## src/scp_regs.vh

```
// Register indices, field positions, reset values and timing constants
`ifndef SCP_REGS_VH
`define SCP_REGS_VH
`define SCP_IDX_CTRL     12'h100
`define SCP_IDX_ENABLE   12'h101
`define SCP_IDX_FBDIV    12'h102
`define SCP_IDX_PERIOD   12'h103
`define SCP_IDX_STAB     12'h106
`define SCP_IDX_MASK     12'h209
`define SCP_IDX_CALSYNC  12'hA02
`define SCP_IDX_STATUS   12'hD01
`define SCP_IDX_MONITOR  12'hD02
`define SCP_IDX_CLEAR    12'hD03
`define SCP_CTRL_EXTLF   7
`define SCP_CTRL_CPMODE  6
`define SCP_CTRL_CPHI    5
`define SCP_CTRL_CPLO    3
`define SCP_CTRL_LDDIS   2
`define SCP_CTRL_LDHI    1
`define SCP_CTRL_LDLO    0
`define SCP_CTRL_RST     8'h18
`define SCP_FBDIV_RST    8'h28
`define SCP_PERIOD_RST   21'h00_0000
`define SCP_STAB_RST     20'h0_0000
`define SCP_ST_LOCK      0
`define SCP_ST_CAL       1
`define SCP_ST_STABLE    4
`define SCP_LOCK_BASE    11'h080
`define SCP_MS_IN_FS     40'hE8_D4A5_1000
`define SCP_CP_250UA     3'h1
`define SCP_CP_500UA     3'h3
`define SCP_CP_750UA     3'h5
`define SCP_CP_1MA       3'h7
`endif

```

## src/scp_lock_detect.v

```verilog
// Lock detector counting consecutive in-phase phase detector samples
`timescale 1ns/10ps
`include "scp_regs.vh"
module scp_lock_detect (
  // Clock and reset
  input  wire       clk,
  input  wire       sys_rst,
  // Control
  input  wire       detEnable,
  input  wire       restart,
  input  wire [1:0] lockDiv,
  // Phase detector samples
  input  wire       sampleValid,
  input  wire       inPhase,
  // Result
  output wire       locked
);
  reg  [10:0] runCount_r;
  wire [10:0] needed = `SCP_LOCK_BASE << lockDiv;
  assign locked = detEnable & (runCount_r >= needed);
  always @(posedge clk or posedge sys_rst) begin
    if (sys_rst) begin
      runCount_r <= 11'h000;
    end else if (restart | ~detEnable) begin
      runCount_r <= 11'h000;
    end else if (sampleValid) begin
      if (~inPhase) begin
        runCount_r <= 11'h000;
      end else if (runCount_r < needed) begin
        runCount_r <= runCount_r + 11'h001;
      end
    end
  end
endmodule

```

## src/scp_stab_timer.v

```verilog
// Millisecond stability timer with a tick scaled from the clock period
`timescale 1ns/10ps
`include "scp_regs.vh"
module scp_stab_timer (
  // Clock and reset
  input  wire        clk,
  input  wire        sys_rst,
  // Settings
  input  wire [20:0] periodFs,
  input  wire [19:0] duration,
  // Start control
  input  wire        arm,
  input  wire        restart,
  // Result
  output wire        timedOut
);
  reg  [39:0] fsAcc_r;
  reg  [19:0] msCount_r;
  reg         done_r;
  wire [39:0] fsSum = fsAcc_r + {19'h0_0000, periodFs};
  wire        msTick = (fsSum >= `SCP_MS_IN_FS);
  assign timedOut = (duration == 20'h0_0000) | done_r;
  // A period of zero never ticks, so software must load it first
  always @(posedge clk or posedge sys_rst) begin
    if (sys_rst) begin
      fsAcc_r   <= 40'h00_0000_0000;
      msCount_r <= 20'h0_0000;
      done_r    <= 1'b0;
    end else if (restart | ~arm) begin
      fsAcc_r   <= 40'h00_0000_0000;
      msCount_r <= 20'h0_0000;
      done_r    <= 1'b0;
    end else if (~done_r) begin
      fsAcc_r <= msTick ? (fsSum - `SCP_MS_IN_FS) : fsSum;
      if (msTick) begin
        msCount_r <= msCount_r + 20'h0_0001;
      end
      if (msCount_r >= duration) begin
        done_r <= 1'b1;
      end
    end
  end
endmodule

```

## src/scp_pll_ctrl.v

```verilog
// System clock multiplier PLL control with Wishbone register slave
//
// The Wishbone register port was left to the implementer.
`timescale 1ns/10ps
`include "scp_regs.vh"
module scp_pll_ctrl (
  // Clock and reset
  input  wire        clk,
  input  wire        sys_rst,
  // Wishbone slave
  input  wire        wb_cyc_i,
  input  wire        wb_stb_i,
  input  wire        wb_we_i,
  input  wire [13:0] wb_adr_i,
  input  wire [3:0]  wb_sel_i,
  input  wire [31:0] wb_dat_i,
  output reg  [31:0] wb_dat_o,
  output reg         wb_ack_o,
  // Phase detector and input clock sense
  input  wire        pfdSampleValid,
  input  wire        pfdInPhase,
  input  wire        inputClockPresent,
  // Tank oscillator calibration handshake
  input  wire        tankAmpCalDone,
  input  wire        tankFreqCalDone,
  output reg         tankAmpCalEn,
  output reg         tankFreqCalEn,
  // Analog settings
  output reg  [2:0]  chargePumpCode,
  output reg         extLoopFilterEn,
  output reg         pllEnableOut,
  output reg  [7:0]  feedbackDivOut,
  output reg  [20:0] nominalPeriodOut,
  // Status outputs
  output reg         refMonitorEnable,
  output reg         stableToPin,
  output reg         irq
);
  localparam ST_IDLE = 2'd0;
  localparam ST_AMP  = 2'd1;
  localparam ST_FREQ = 2'd2;

  reg  [7:0]  ctrl_r;
  reg         pllEn_r;
  reg  [7:0]  fbDiv_r;
  reg  [20:0] period_r;
  reg  [19:0] stabDur_r;
  reg  [7:0]  mask_r;
  reg         calBit_r;
  reg         calBitPrev_r;
  reg         pllEnPrev_r;
  reg  [1:0]  calState_r;
  reg  [1:0]  calState_nxt;
  reg         calDonePulse;
  reg         stablePrev_r;
  reg  [7:0]  monitor_r;
  reg  [2:0]  autoCode;

  wire [11:0] regIdx = wb_adr_i[13:2];
  wire        busReq = wb_cyc_i & wb_stb_i & ~wb_ack_o;
  wire        wrReq = busReq & wb_we_i;
  wire [31:0] laneMask = {{8{wb_sel_i[3]}}, {8{wb_sel_i[2]}},
                          {8{wb_sel_i[1]}}, {8{wb_sel_i[0]}}};
  wire        wrCtrl = wrReq & (regIdx == `SCP_IDX_CTRL);
  wire        wrEnable = wrReq & (regIdx == `SCP_IDX_ENABLE);
  wire        wrFbDiv = wrReq & (regIdx == `SCP_IDX_FBDIV);
  wire        wrPeriod = wrReq & (regIdx == `SCP_IDX_PERIOD);
  wire        wrStab = wrReq & (regIdx == `SCP_IDX_STAB);
  wire        wrMask = wrReq & (regIdx == `SCP_IDX_MASK);
  wire        wrCal = wrReq & (regIdx == `SCP_IDX_CALSYNC);
  wire        wrClear = wrReq & (regIdx == `SCP_IDX_CLEAR);
  wire [31:0] periodMerged = ({11'h000, period_r} & ~laneMask) |
                             (wb_dat_i & laneMask);
  wire [31:0] stabMerged = ({12'h000, stabDur_r} & ~laneMask) |
                           (wb_dat_i & laneMask);

  wire        calibrating = (calState_r != ST_IDLE);
  wire        calLaunch = calBitPrev_r & ~calBit_r & inputClockPresent;
  wire        pllEnChange = pllEn_r ^ pllEnPrev_r;
  wire        detEnable = ~ctrl_r[`SCP_CTRL_LDDIS];
  wire        lockIndication;
  wire        timerDone;
  // Disabled PLL arms at once; enabled PLL waits for lock
  wire        timerArm = pllEn_r ? lockIndication : 1'b1;
  wire        timerRestart = pllEnChange | calLaunch | calibrating;
  wire        stableNow = timerDone & ~calibrating;
  wire [7:0]  statusVec = {3'h0, stableNow, 2'h0, calibrating, lockIndication};
  wire [7:0]  eventVec = {3'h0, stableNow & ~stablePrev_r, 2'h0, calDonePulse, 1'b0};

  scp_lock_detect u_lock (
    .clk         (clk),
    .sys_rst     (sys_rst),
    .detEnable   (detEnable),
    .restart     (calibrating),
    .lockDiv     (ctrl_r[`SCP_CTRL_LDHI:`SCP_CTRL_LDLO]),
    .sampleValid (pfdSampleValid),
    .inPhase     (pfdInPhase),
    .locked      (lockIndication)
  );

  // Duration is read live, so it must be settled before enable changes
  // With the detector off an enabled PLL never arms the timer; done then comes only from a zero duration
  scp_stab_timer u_timer (
    .clk      (clk),
    .sys_rst  (sys_rst),
    .periodFs (period_r),
    .duration (stabDur_r),
    .arm      (timerArm),
    .restart  (timerRestart),
    .timedOut (timerDone)
  );

  // Register writes honour byte lanes
  always @(posedge clk or posedge sys_rst) begin
    if (sys_rst) begin
      ctrl_r    <= `SCP_CTRL_RST;
      pllEn_r   <= 1'b0;
      fbDiv_r   <= `SCP_FBDIV_RST;
      period_r  <= `SCP_PERIOD_RST;
      stabDur_r <= `SCP_STAB_RST;
      mask_r    <= 8'h00;
      calBit_r  <= 1'b0;
    end else begin
      if (wrCtrl & wb_sel_i[0]) begin
        ctrl_r <= wb_dat_i[7:0];
      end
      if (wrEnable & wb_sel_i[0]) begin
        pllEn_r <= wb_dat_i[0];
      end
      if (wrFbDiv & wb_sel_i[0]) begin
        fbDiv_r <= wb_dat_i[7:0];
      end
      if (wrPeriod) begin
        period_r <= periodMerged[20:0];
      end
      if (wrStab) begin
        stabDur_r <= stabMerged[19:0];
      end
      if (wrMask & wb_sel_i[0]) begin
        mask_r <= wb_dat_i[7:0];
      end
      if (wrCal & wb_sel_i[0]) begin
        calBit_r <= wb_dat_i[0];
      end
    end
  end

  // Edge history for launch, enable change and stable rise
  always @(posedge clk or posedge sys_rst) begin
    if (sys_rst) begin
      calBitPrev_r <= 1'b0;
      pllEnPrev_r  <= 1'b0;
      stablePrev_r <= 1'b0;
    end else begin
      calBitPrev_r <= calBit_r;
      pllEnPrev_r  <= pllEn_r;
      stablePrev_r <= stableNow;
    end
  end

  // Calibration sequencer: amplitude first, then frequency
  always @* begin
    calState_nxt = calState_r;
    calDonePulse = 1'b0;
    case (calState_r)
      ST_IDLE: begin
        if (calLaunch) begin
          calState_nxt = ST_AMP;
        end
      end
      ST_AMP: begin
        if (tankAmpCalDone) begin
          calState_nxt = ST_FREQ;
        end
      end
      ST_FREQ: begin
        if (tankFreqCalDone) begin
          calState_nxt = ST_IDLE;
          calDonePulse = 1'b1;
        end
      end
      default: begin
        calState_nxt = ST_IDLE;
      end
    endcase
  end

  always @(posedge clk or posedge sys_rst) begin
    if (sys_rst) begin
      calState_r    <= ST_IDLE;
      tankAmpCalEn  <= 1'b0;
      tankFreqCalEn <= 1'b0;
    end else begin
      calState_r    <= calState_nxt;
      tankAmpCalEn  <= (calState_nxt == ST_AMP);
      tankFreqCalEn <= (calState_nxt == ST_FREQ);
    end
  end

  // Automatic current grows with the divider to keep loop gain flat
  always @* begin
    if (fbDiv_r < 8'h10) begin
      autoCode = `SCP_CP_250UA;
    end else if (fbDiv_r < 8'h40) begin
      autoCode = `SCP_CP_500UA;
    end else if (fbDiv_r < 8'h80) begin
      autoCode = `SCP_CP_750UA;
    end else begin
      autoCode = `SCP_CP_1MA;
    end
  end

  // Analog settings and status pins, all registered
  always @(posedge clk or posedge sys_rst) begin
    if (sys_rst) begin
      chargePumpCode   <= `SCP_CP_500UA;
      extLoopFilterEn  <= 1'b0;
      pllEnableOut     <= 1'b0;
      feedbackDivOut   <= `SCP_FBDIV_RST;
      nominalPeriodOut <= `SCP_PERIOD_RST;
      refMonitorEnable <= 1'b0;
      stableToPin      <= 1'b0;
    end else begin
      if (ctrl_r[`SCP_CTRL_CPMODE]) begin
        chargePumpCode <= ctrl_r[`SCP_CTRL_CPHI:`SCP_CTRL_CPLO];
      end else begin
        chargePumpCode <= autoCode;
      end
      extLoopFilterEn  <= ctrl_r[`SCP_CTRL_EXTLF];
      pllEnableOut     <= pllEn_r;
      feedbackDivOut   <= fbDiv_r;
      nominalPeriodOut <= period_r;
      refMonitorEnable <= stableNow;
      stableToPin      <= stableNow;
    end
  end

  // Sticky monitor bits set only when unmasked; set beats clear
  // Next value per bit, so the monitor word keeps a single driving process
  wire [7:0]  monitor_nxt;
  genvar gi;
  generate
    for (gi = 0; gi < 8; gi = gi + 1) begin : g_mon
      assign monitor_nxt[gi] = (eventVec[gi] & mask_r[gi]) |
                               (monitor_r[gi] & ~(wrClear & wb_sel_i[0] & wb_dat_i[gi]));
    end
  endgenerate

  always @(posedge clk or posedge sys_rst) begin
    if (sys_rst) begin
      monitor_r <= 8'h00;
    end else begin
      monitor_r <= monitor_nxt;
    end
  end

  always @(posedge clk or posedge sys_rst) begin
    if (sys_rst) begin
      irq <= 1'b0;
    end else begin
      irq <= |(monitor_r & mask_r);
    end
  end

  // Bus answer one cycle after the strobe; unmapped reads give zero
  always @(posedge clk or posedge sys_rst) begin
    if (sys_rst) begin
      wb_ack_o <= 1'b0;
      wb_dat_o <= 32'h0000_0000;
    end else begin
      wb_ack_o <= busReq;
      if (busReq & ~wb_we_i) begin
        case (regIdx)
          `SCP_IDX_CTRL: begin
            wb_dat_o <= {24'h00_0000, ctrl_r};
          end
          `SCP_IDX_ENABLE: begin
            wb_dat_o <= {31'h0000_0000, pllEn_r};
          end
          `SCP_IDX_FBDIV: begin
            wb_dat_o <= {24'h00_0000, fbDiv_r};
          end
          `SCP_IDX_PERIOD: begin
            wb_dat_o <= {11'h000, period_r};
          end
          `SCP_IDX_STAB: begin
            wb_dat_o <= {12'h000, stabDur_r};
          end
          `SCP_IDX_MASK: begin
            wb_dat_o <= {24'h00_0000, mask_r};
          end
          `SCP_IDX_CALSYNC: begin
            wb_dat_o <= {31'h0000_0000, calBit_r};
          end
          `SCP_IDX_STATUS: begin
            wb_dat_o <= {24'h00_0000, statusVec};
          end
          `SCP_IDX_MONITOR: begin
            wb_dat_o <= {24'h00_0000, monitor_r};
          end
          default: begin
            wb_dat_o <= 32'h0000_0000;
          end
        endcase
      end
    end
  end
endmodule

```

## config.mk

```make
export PLATFORM = sky130hd
export DESIGN_NAME = scp_pll_ctrl
export DESIGN_NICKNAME = d
export VERILOG_FILES = /design/src/scp_lock_detect.v /design/src/scp_stab_timer.v /design/src/scp_pll_ctrl.v
export VERILOG_INCLUDE_DIRS = /design/src
export SDC_FILE = /design/constraint.sdc
export NUM_CORES = 1
export LEC_CHECK = 0
export BUFFER_PORTS_ARGS = -buffer_cell sky130_fd_sc_hd__buf_2
export CAP_MARGIN = 15
export CORE_MARGIN = 10
export CORE_UTILIZATION = 25
export DETAILED_ROUTE_END_ITERATION = 12
export PLACE_DENSITY = 0.38
export SYNTH_ARGS = -nofsm -noshare
export SYNTH_HDL_FRONTEND = slang
export SYNTH_SLANG_ARGS = --single-unit
export TNS_END_PERCENT = 10
```

## constraint.sdc

```tcl
create_clock -name clk -period 17.4 [get_ports clk]
set_input_delay 3.48 -clock clk [delete_from_list [all_inputs] [get_ports clk]]
set_output_delay 3.48 -clock clk [all_outputs]
set_load 0.05 [all_outputs]
```

Word-level counts from Yosys, hierarchy flattened
Index checks and enable logic that the tools add are counted.
Widths: inputs -> output; s select.

storage, ports and cells
  flip-flop bits (word level) = 221
  logic and storage cells = 157
  output and inout bits = 72
  input bits = 60

cells by class
  add/subtract/negate cells = 4
  reductions and logical operators = 8
  shifts and indexed selects = 1
  $lt $le $gt $ge = 7
  equality and inequality tests = 16
  multiplexer cells = 25
  bitwise operators = 71

operators with widths
  operator                count
  $pmux 21 s9             1
  $mux 40                 3
  $eq 12x9->1 const B     5
  $mux 20                 3
  $eq 12x12->1 const B    4
  $mux 11                 4
  $and 21x21->21          2
  $and 1x1->1             41
  $add 40x21->40          1
  $ge 40x40->1 const B    1
  $sub 40x40->40 const B  1
  $not 21->21             1
  $or 21x21->21           1
  $add 20x1->20 const B   1
  $and 20x20->20          1
  $ge 20x20->1            1
  $logic_not 20->1        1
  $or 20x20->20           1
  $not 1->1               15
  $eq 12x10->1 const B    1
  $add 11x1->11 const B   1
  $ge 11x11->1            1
  $lt 11x11->1            1
  $shl 8x2->11 const A    1
  other kinds (18)        39

Longest topological paths before layout
  depth in word-level cells = 9
  depth in mapped cells = 21
  gate-level depth less buffers = 18

By module
Synthesis repeated with hierarchy kept, for this count alone.

second synthesis, totals
  cell total of the unflattened synthesis = 1316
  area total of the unflattened synthesis = 12613.3 um^2

by module, submodules not included
  module           sequential area each (um^2)  area an instance (um^2)  times used  cells an instance
  scp_stab_timer   1526.5                       6199.7                   1           798
  scp_pll_ctrl     3463.3                       5677.9                   1           441
  scp_lock_detect  275.3                        735.7                    1           77

Worst setup path before layout
No wires, ideal clock.

  path type = input to register
  from = in wb_adr_i[7]
  to = reg ctrl_r[0]
  path buffers = 0
  slack = 11595 ps
  setup time = 125 ps
  data required time = 17275 ps
  data arrival time = 5680 ps
  stages on the path = 5
  cell sequence = or4_1 > nor3_1 > nand3_1 > nor3_1 > mux2_2

on the way
  cells in the longest elaborated chain, start to end = 3

RTL lines
  item                  RTL line            text
  start, declared       scp_pll_ctrl.v:14   input wire [13:0] wb_adr_i,
  $eq 12x9->1           --
  $and 1x1->1           scp_pll_ctrl.v:64   wire wrCtrl = wrReq & (regIdx == `SCP_IDX_CTRL);
  $and 1x1->1           scp_pll_ctrl.v:124  if (wrCtrl & wb_sel_i[0]) begin
  end signal, assigned  scp_pll_ctrl.v:116  ctrl_r <= `SCP_CTRL_RST;
  end signal, assigned  scp_pll_ctrl.v:125  ctrl_r <= wb_dat_i[7:0];
  end, declared         scp_pll_ctrl.v:43   reg [7:0] ctrl_r;

No other way between the ends.
A chain may end at the register's enable or synchronous reset.

Worst setup path in the final report
  from = in wb_adr_i[7]
  to = reg wb_dat_o[2]

on the way
  cells in the longest elaborated chain, start to end = 2
  elaborated cells on any way between the ends = 10
  those cells by class = eq/ne: 9; mux: 1

RTL lines
  item                                  RTL line            text
  $eq 12x12->1 (tied with other cells)  scp_pll_ctrl.v:273  case (regIdx)
  $pmux 21 s9 (*)                       scp_pll_ctrl.v:273
  end signal, assigned                  scp_pll_ctrl.v:275  wb_dat_o <= {24'h00_0000, ctrl_r};
  end signal, assigned                  scp_pll_ctrl.v:278  wb_dat_o <= {31'h0000_0000, pllEn_r};
  end signal, assigned                  scp_pll_ctrl.v:281  wb_dat_o <= {24'h00_0000, fbDiv_r};
  end, declared                         scp_pll_ctrl.v:17   output reg [31:0] wb_dat_o,

Every way passes the cells marked *; elsewhere a longest branch is shown, timed or not.

==> impl_metrics.env <==
export IMPL_run_status="completed"
export IMPL_post_cts_setup_buffers=0
export IMPL_cts_htree_levels=1
export IMPL_synthDistinctLibCells=87
export IMPL_design_die_area_sq_um=58800
export IMPL_postRouteAntennaNets=0
export IMPL_dominantRegCellSynth="sky130_fd_sc_hd__dfrtp_1"
export IMPL_startpoint_type="primary input"
export IMPL_post_route_util_pct=29.7
export IMPL_die_h_um=243
export IMPL_drc=0
export IMPL_post_cts_hold_buffer_count=0
export IMPL_clock_skew_ns=0.0134
export IMPL_ios=132
export IMPL_maximum_number_of_pins_on_one_net_before_global_route_repair=79
export IMPL_final_instance_count_excl_fill=2098
export IMPL_clock_sink_count=210
export IMPL_number_of_hold_slack_violations_in_the_final_timing_report=0
export IMPL_drt_iter0_drc=735
export IMPL_crit_arrival_ns=6.68
export IMPL_postSynthCellCount=1324
export IMPL_root_buf_cell="sky130_fd_sc_hd__clkbuf_16"
export IMPL_critPathLaunch="wb_adr_i[7]"
export IMPL_cts_tree="done"
export IMPL_pre_cts_ws_ns=10.66
export IMPL_total_grt_overflow=0
export IMPL_asyncSetResetFlopFracSynth_pct=100
export IMPL_grt_pass1_wl_mm=65.5
export IMPL_worst_endpoint_required_ns=17.91
export IMPL_routedWlPerCell_um=20.0
export IMPL_worst_slew_pin_slew_ns=0.953
export IMPL_achievable_frequency_mhz=162
export IMPL_clk_insertion_delay_late_ns=0.57
export IMPL_insertedDiodeCount=0
export IMPL_setup_worst_path_class="primary input to flip-flop"
export IMPL_fill_cells=5198
export IMPL_total_wirelength_of_the_detailed_routed_design_mm=42.0
export IMPL_antenna_found_initial=2
export IMPL_floorplan_core_area_sq_um=49000
export IMPL_setup_worst_path_end_class="flip-flop"
export IMPL_gp_routability_congestion=0.820
export IMPL_port_buffers=106
export IMPL_vias=10419
export IMPL_worst_hold_startpoint="calBit_r"
export IMPL_vdd_drop_max_mv=0.0795
export IMPL_worst_hold_path_type="flip-flop to flip-flop"
export IMPL_drt_vias_per_instance=4.97
export IMPL_cell_rows=81
export IMPL_synth_to_final_area_change_pct=17.3
export IMPL_place_detailed_hpwl_mm=31.2
export IMPL_setup_viol=0
export IMPL_mappedNetlistArea_sq_um=12400
export IMPL_finalMaxSlewViolations=0
export IMPL_drive_above_1_share_pct=18.1
export IMPL_worst_slack_ns=11.23
export IMPL_min_delay_path_depth=0
export IMPL_mostFrequentLayoutCell="sky130_fd_sc_hd__dfrtp_1"
export IMPL_postSynthRegisterBits=210
export IMPL_worst_setup_hold_path_clk_slew_ns=0.06
export IMPL_rr_worst_depth=19
export IMPL_final_min_period_over_clock_period_pct=35.5
export IMPL_placed_cells=2049
export IMPL_total_negative_slack_for_setup_checks_ns=0
export IMPL_initial_core_util_pct=25.3
export IMPL_share_of_the_yosys_chip_area_belonging_to_registers_pct=42.5
export IMPL_grt_pass1_vias=10542
export IMPL_relSlewSlack_pct=35.9
export IMPL_cts_resized_gates=0
export IMPL_drv_max_cap_violation_count=0
export IMPL_power_density_nw_per_um2=76.5
export IMPL_die_width_um=243
export IMPL_path_max_fanout=20
export IMPL_synth_edf_count=0
export IMPL_final_cell_mix="sky130_fd_sc_hd__dfrtp_1 (201), sky130_fd_sc_hd__nand2_1 (129), sky130_fd_sc_hd__nor2_1 (121), sky130_fd_sc_hd__buf_2 (106), sky130_fd_sc_hd__o21ai_0 (90)"
export IMPL_leakagePower_nw=6.57
export IMPL_ys_warnings_count=0
export IMPL_cts_made_buffers=27
export IMPL_drt_pass1_iterations=6
export IMPL_clockBufferDepth=3
export IMPL_unrepaired_setup_endpoints_after_global_routing="no"
export IMPL_syn_area_per_cell_sq_um=9.35
export IMPL_global_route_usage_total_pct=14.0
export IMPL_final_period_minus_worst_setup_slack_ns=6.17
export IMPL_final_net_count=1525
synth_stat cells, types with 5 or more instances:
cell	number	share of area (%)
sky130_fd_sc_hd__a211o_1	14	0.99
sky130_fd_sc_hd__a211oi_1	12	0.73
sky130_fd_sc_hd__a21boi_0	8	0.49
sky130_fd_sc_hd__a21o_1	24	1.5
sky130_fd_sc_hd__a21oi_1	63	2.5
sky130_fd_sc_hd__a222oi_1	7	0.57
sky130_fd_sc_hd__a22oi_1	24	1.5
sky130_fd_sc_hd__a31oi_1	9	0.45
sky130_fd_sc_hd__and2_1	7	0.35
sky130_fd_sc_hd__and3_1	15	0.76
sky130_fd_sc_hd__buf_2	5	0.20
sky130_fd_sc_hd__buf_4	14	0.85
sky130_fd_sc_hd__clkbuf_1	45	1.4
sky130_fd_sc_hd__dfrtp_1	202	41
sky130_fd_sc_hd__dfstp_2	8	1.7
sky130_fd_sc_hd__ha_1	50	5.1
sky130_fd_sc_hd__inv_1	50	1.5
sky130_fd_sc_hd__mux2_2	48	4.4
sky130_fd_sc_hd__mux2i_1	9	0.73
sky130_fd_sc_hd__nand2_1	129	3.9
sky130_fd_sc_hd__nand2b_1	12	0.61
sky130_fd_sc_hd__nand3_1	55	2.2
sky130_fd_sc_hd__nand3b_1	6	0.36
sky130_fd_sc_hd__nand4_1	21	1.1
sky130_fd_sc_hd__nor2_1	121	3.7
sky130_fd_sc_hd__nor2b_1	9	0.45
sky130_fd_sc_hd__nor3_1	38	1.5
sky130_fd_sc_hd__nor3b_1	7	0.42
sky130_fd_sc_hd__nor4_1	20	1.0
sky130_fd_sc_hd__nor4_2	10	1.0
sky130_fd_sc_hd__o211ai_1	14	0.85
sky130_fd_sc_hd__o21a_1	8	0.49
sky130_fd_sc_hd__o21ai_0	90	3.6
sky130_fd_sc_hd__o21ai_1	6	0.24
sky130_fd_sc_hd__o311ai_0	6	0.42
sky130_fd_sc_hd__o31ai_1	5	0.30
sky130_fd_sc_hd__or3_1	11	0.56
sky130_fd_sc_hd__or4_1	5	0.30
sky130_fd_sc_hd__xnor2_1	45	3.2
sky130_fd_sc_hd__xor2_1	14	0.99
report_power, final:
group,total [mW],switching (mW),internal (mW)
Combinational,0.0376,0.0292,0.00839
Clock,0.582,0.232,0.349
Sequential,0.492,0.00166,0.490
Total,1.11,0.263,0.848
logic make-up after synthesis:
family | after synthesis | share of synthesized area [%]
AOI/OAI and AO/OA | 332 | 18.3
DFF | 210 | 42.5
other | 1 | 0.0303
adders and majority gates | 51 | 5.22
and+or+nand+nor | 495 | 20.5
buffers and inverters | 119 | 4.20
muxes | 57 | 5.09
xor gates and xnor gates | 59 | 4.17
stage by stage:
step                hold WS [ns]  area, sq um  power [mW]
CTS                        0.373        14500        1.13
global route               0.387        14500        1.15
global placement           0.358        13600       0.540
finish                     0.373        14500        1.11
floorplan                  0.354        12400       0.524
detailed placement         0.360        13600       0.540
area by class of cell:
cell class | instances | area, sq um | area share, %
multi-input cells | 1005 | 6650 | 45.8
flip-flops and latches | 210 | 5270 | 36.3
well taps | 664 | 831 | 5.72
clock buffers | 37 | 753 | 5.19
repair buffers | 120 | 656 | 4.52
inverters | 50 | 195 | 1.34
clock inverters | 12 | 168 | 1.15
per-layer routing:
metal | wire (um) | global-route usage (%) | vias to the layer above
met5 | 0 | 0 | -
met4 | 754 | 2.87 | 0
met3 | 1670 | 2.05 | 40
met2 | 18700 | 21.9 | 193
met1 | 20800 | 20.0 | 5179
li1 | - | - | 5007
critical path, cell delays in order:
cell,delay (ns)
sky130_fd_sc_hd__buf_2,0.09
sky130_fd_sc_hd__or4_1,0.66
sky130_fd_sc_hd__nor3_1,0.53
sky130_fd_sc_hd__nand2_1,0.15
sky130_fd_sc_hd__nor2_1,0.65
sky130_fd_sc_hd__inv_1,0.09
sky130_fd_sc_hd__a41o_1,0.57
sky130_fd_sc_hd__a31oi_1,0.35
sky130_fd_sc_hd__a21o_1,0.11
final timing paths:
check	slack, ns	to
max reg2reg	11.68	u_timer.msCount_r[1]
min	0.37	calBitPrev_r
min in group asynchronous	3.00	u_timer.msCount_r[18]
min reg2reg	0.37	calBitPrev_r
max in group asynchronous	13.05	u_timer.fsAcc_r[11]
max	11.23	wb_dat_o[2]
(Power assumes the default switching activity.)
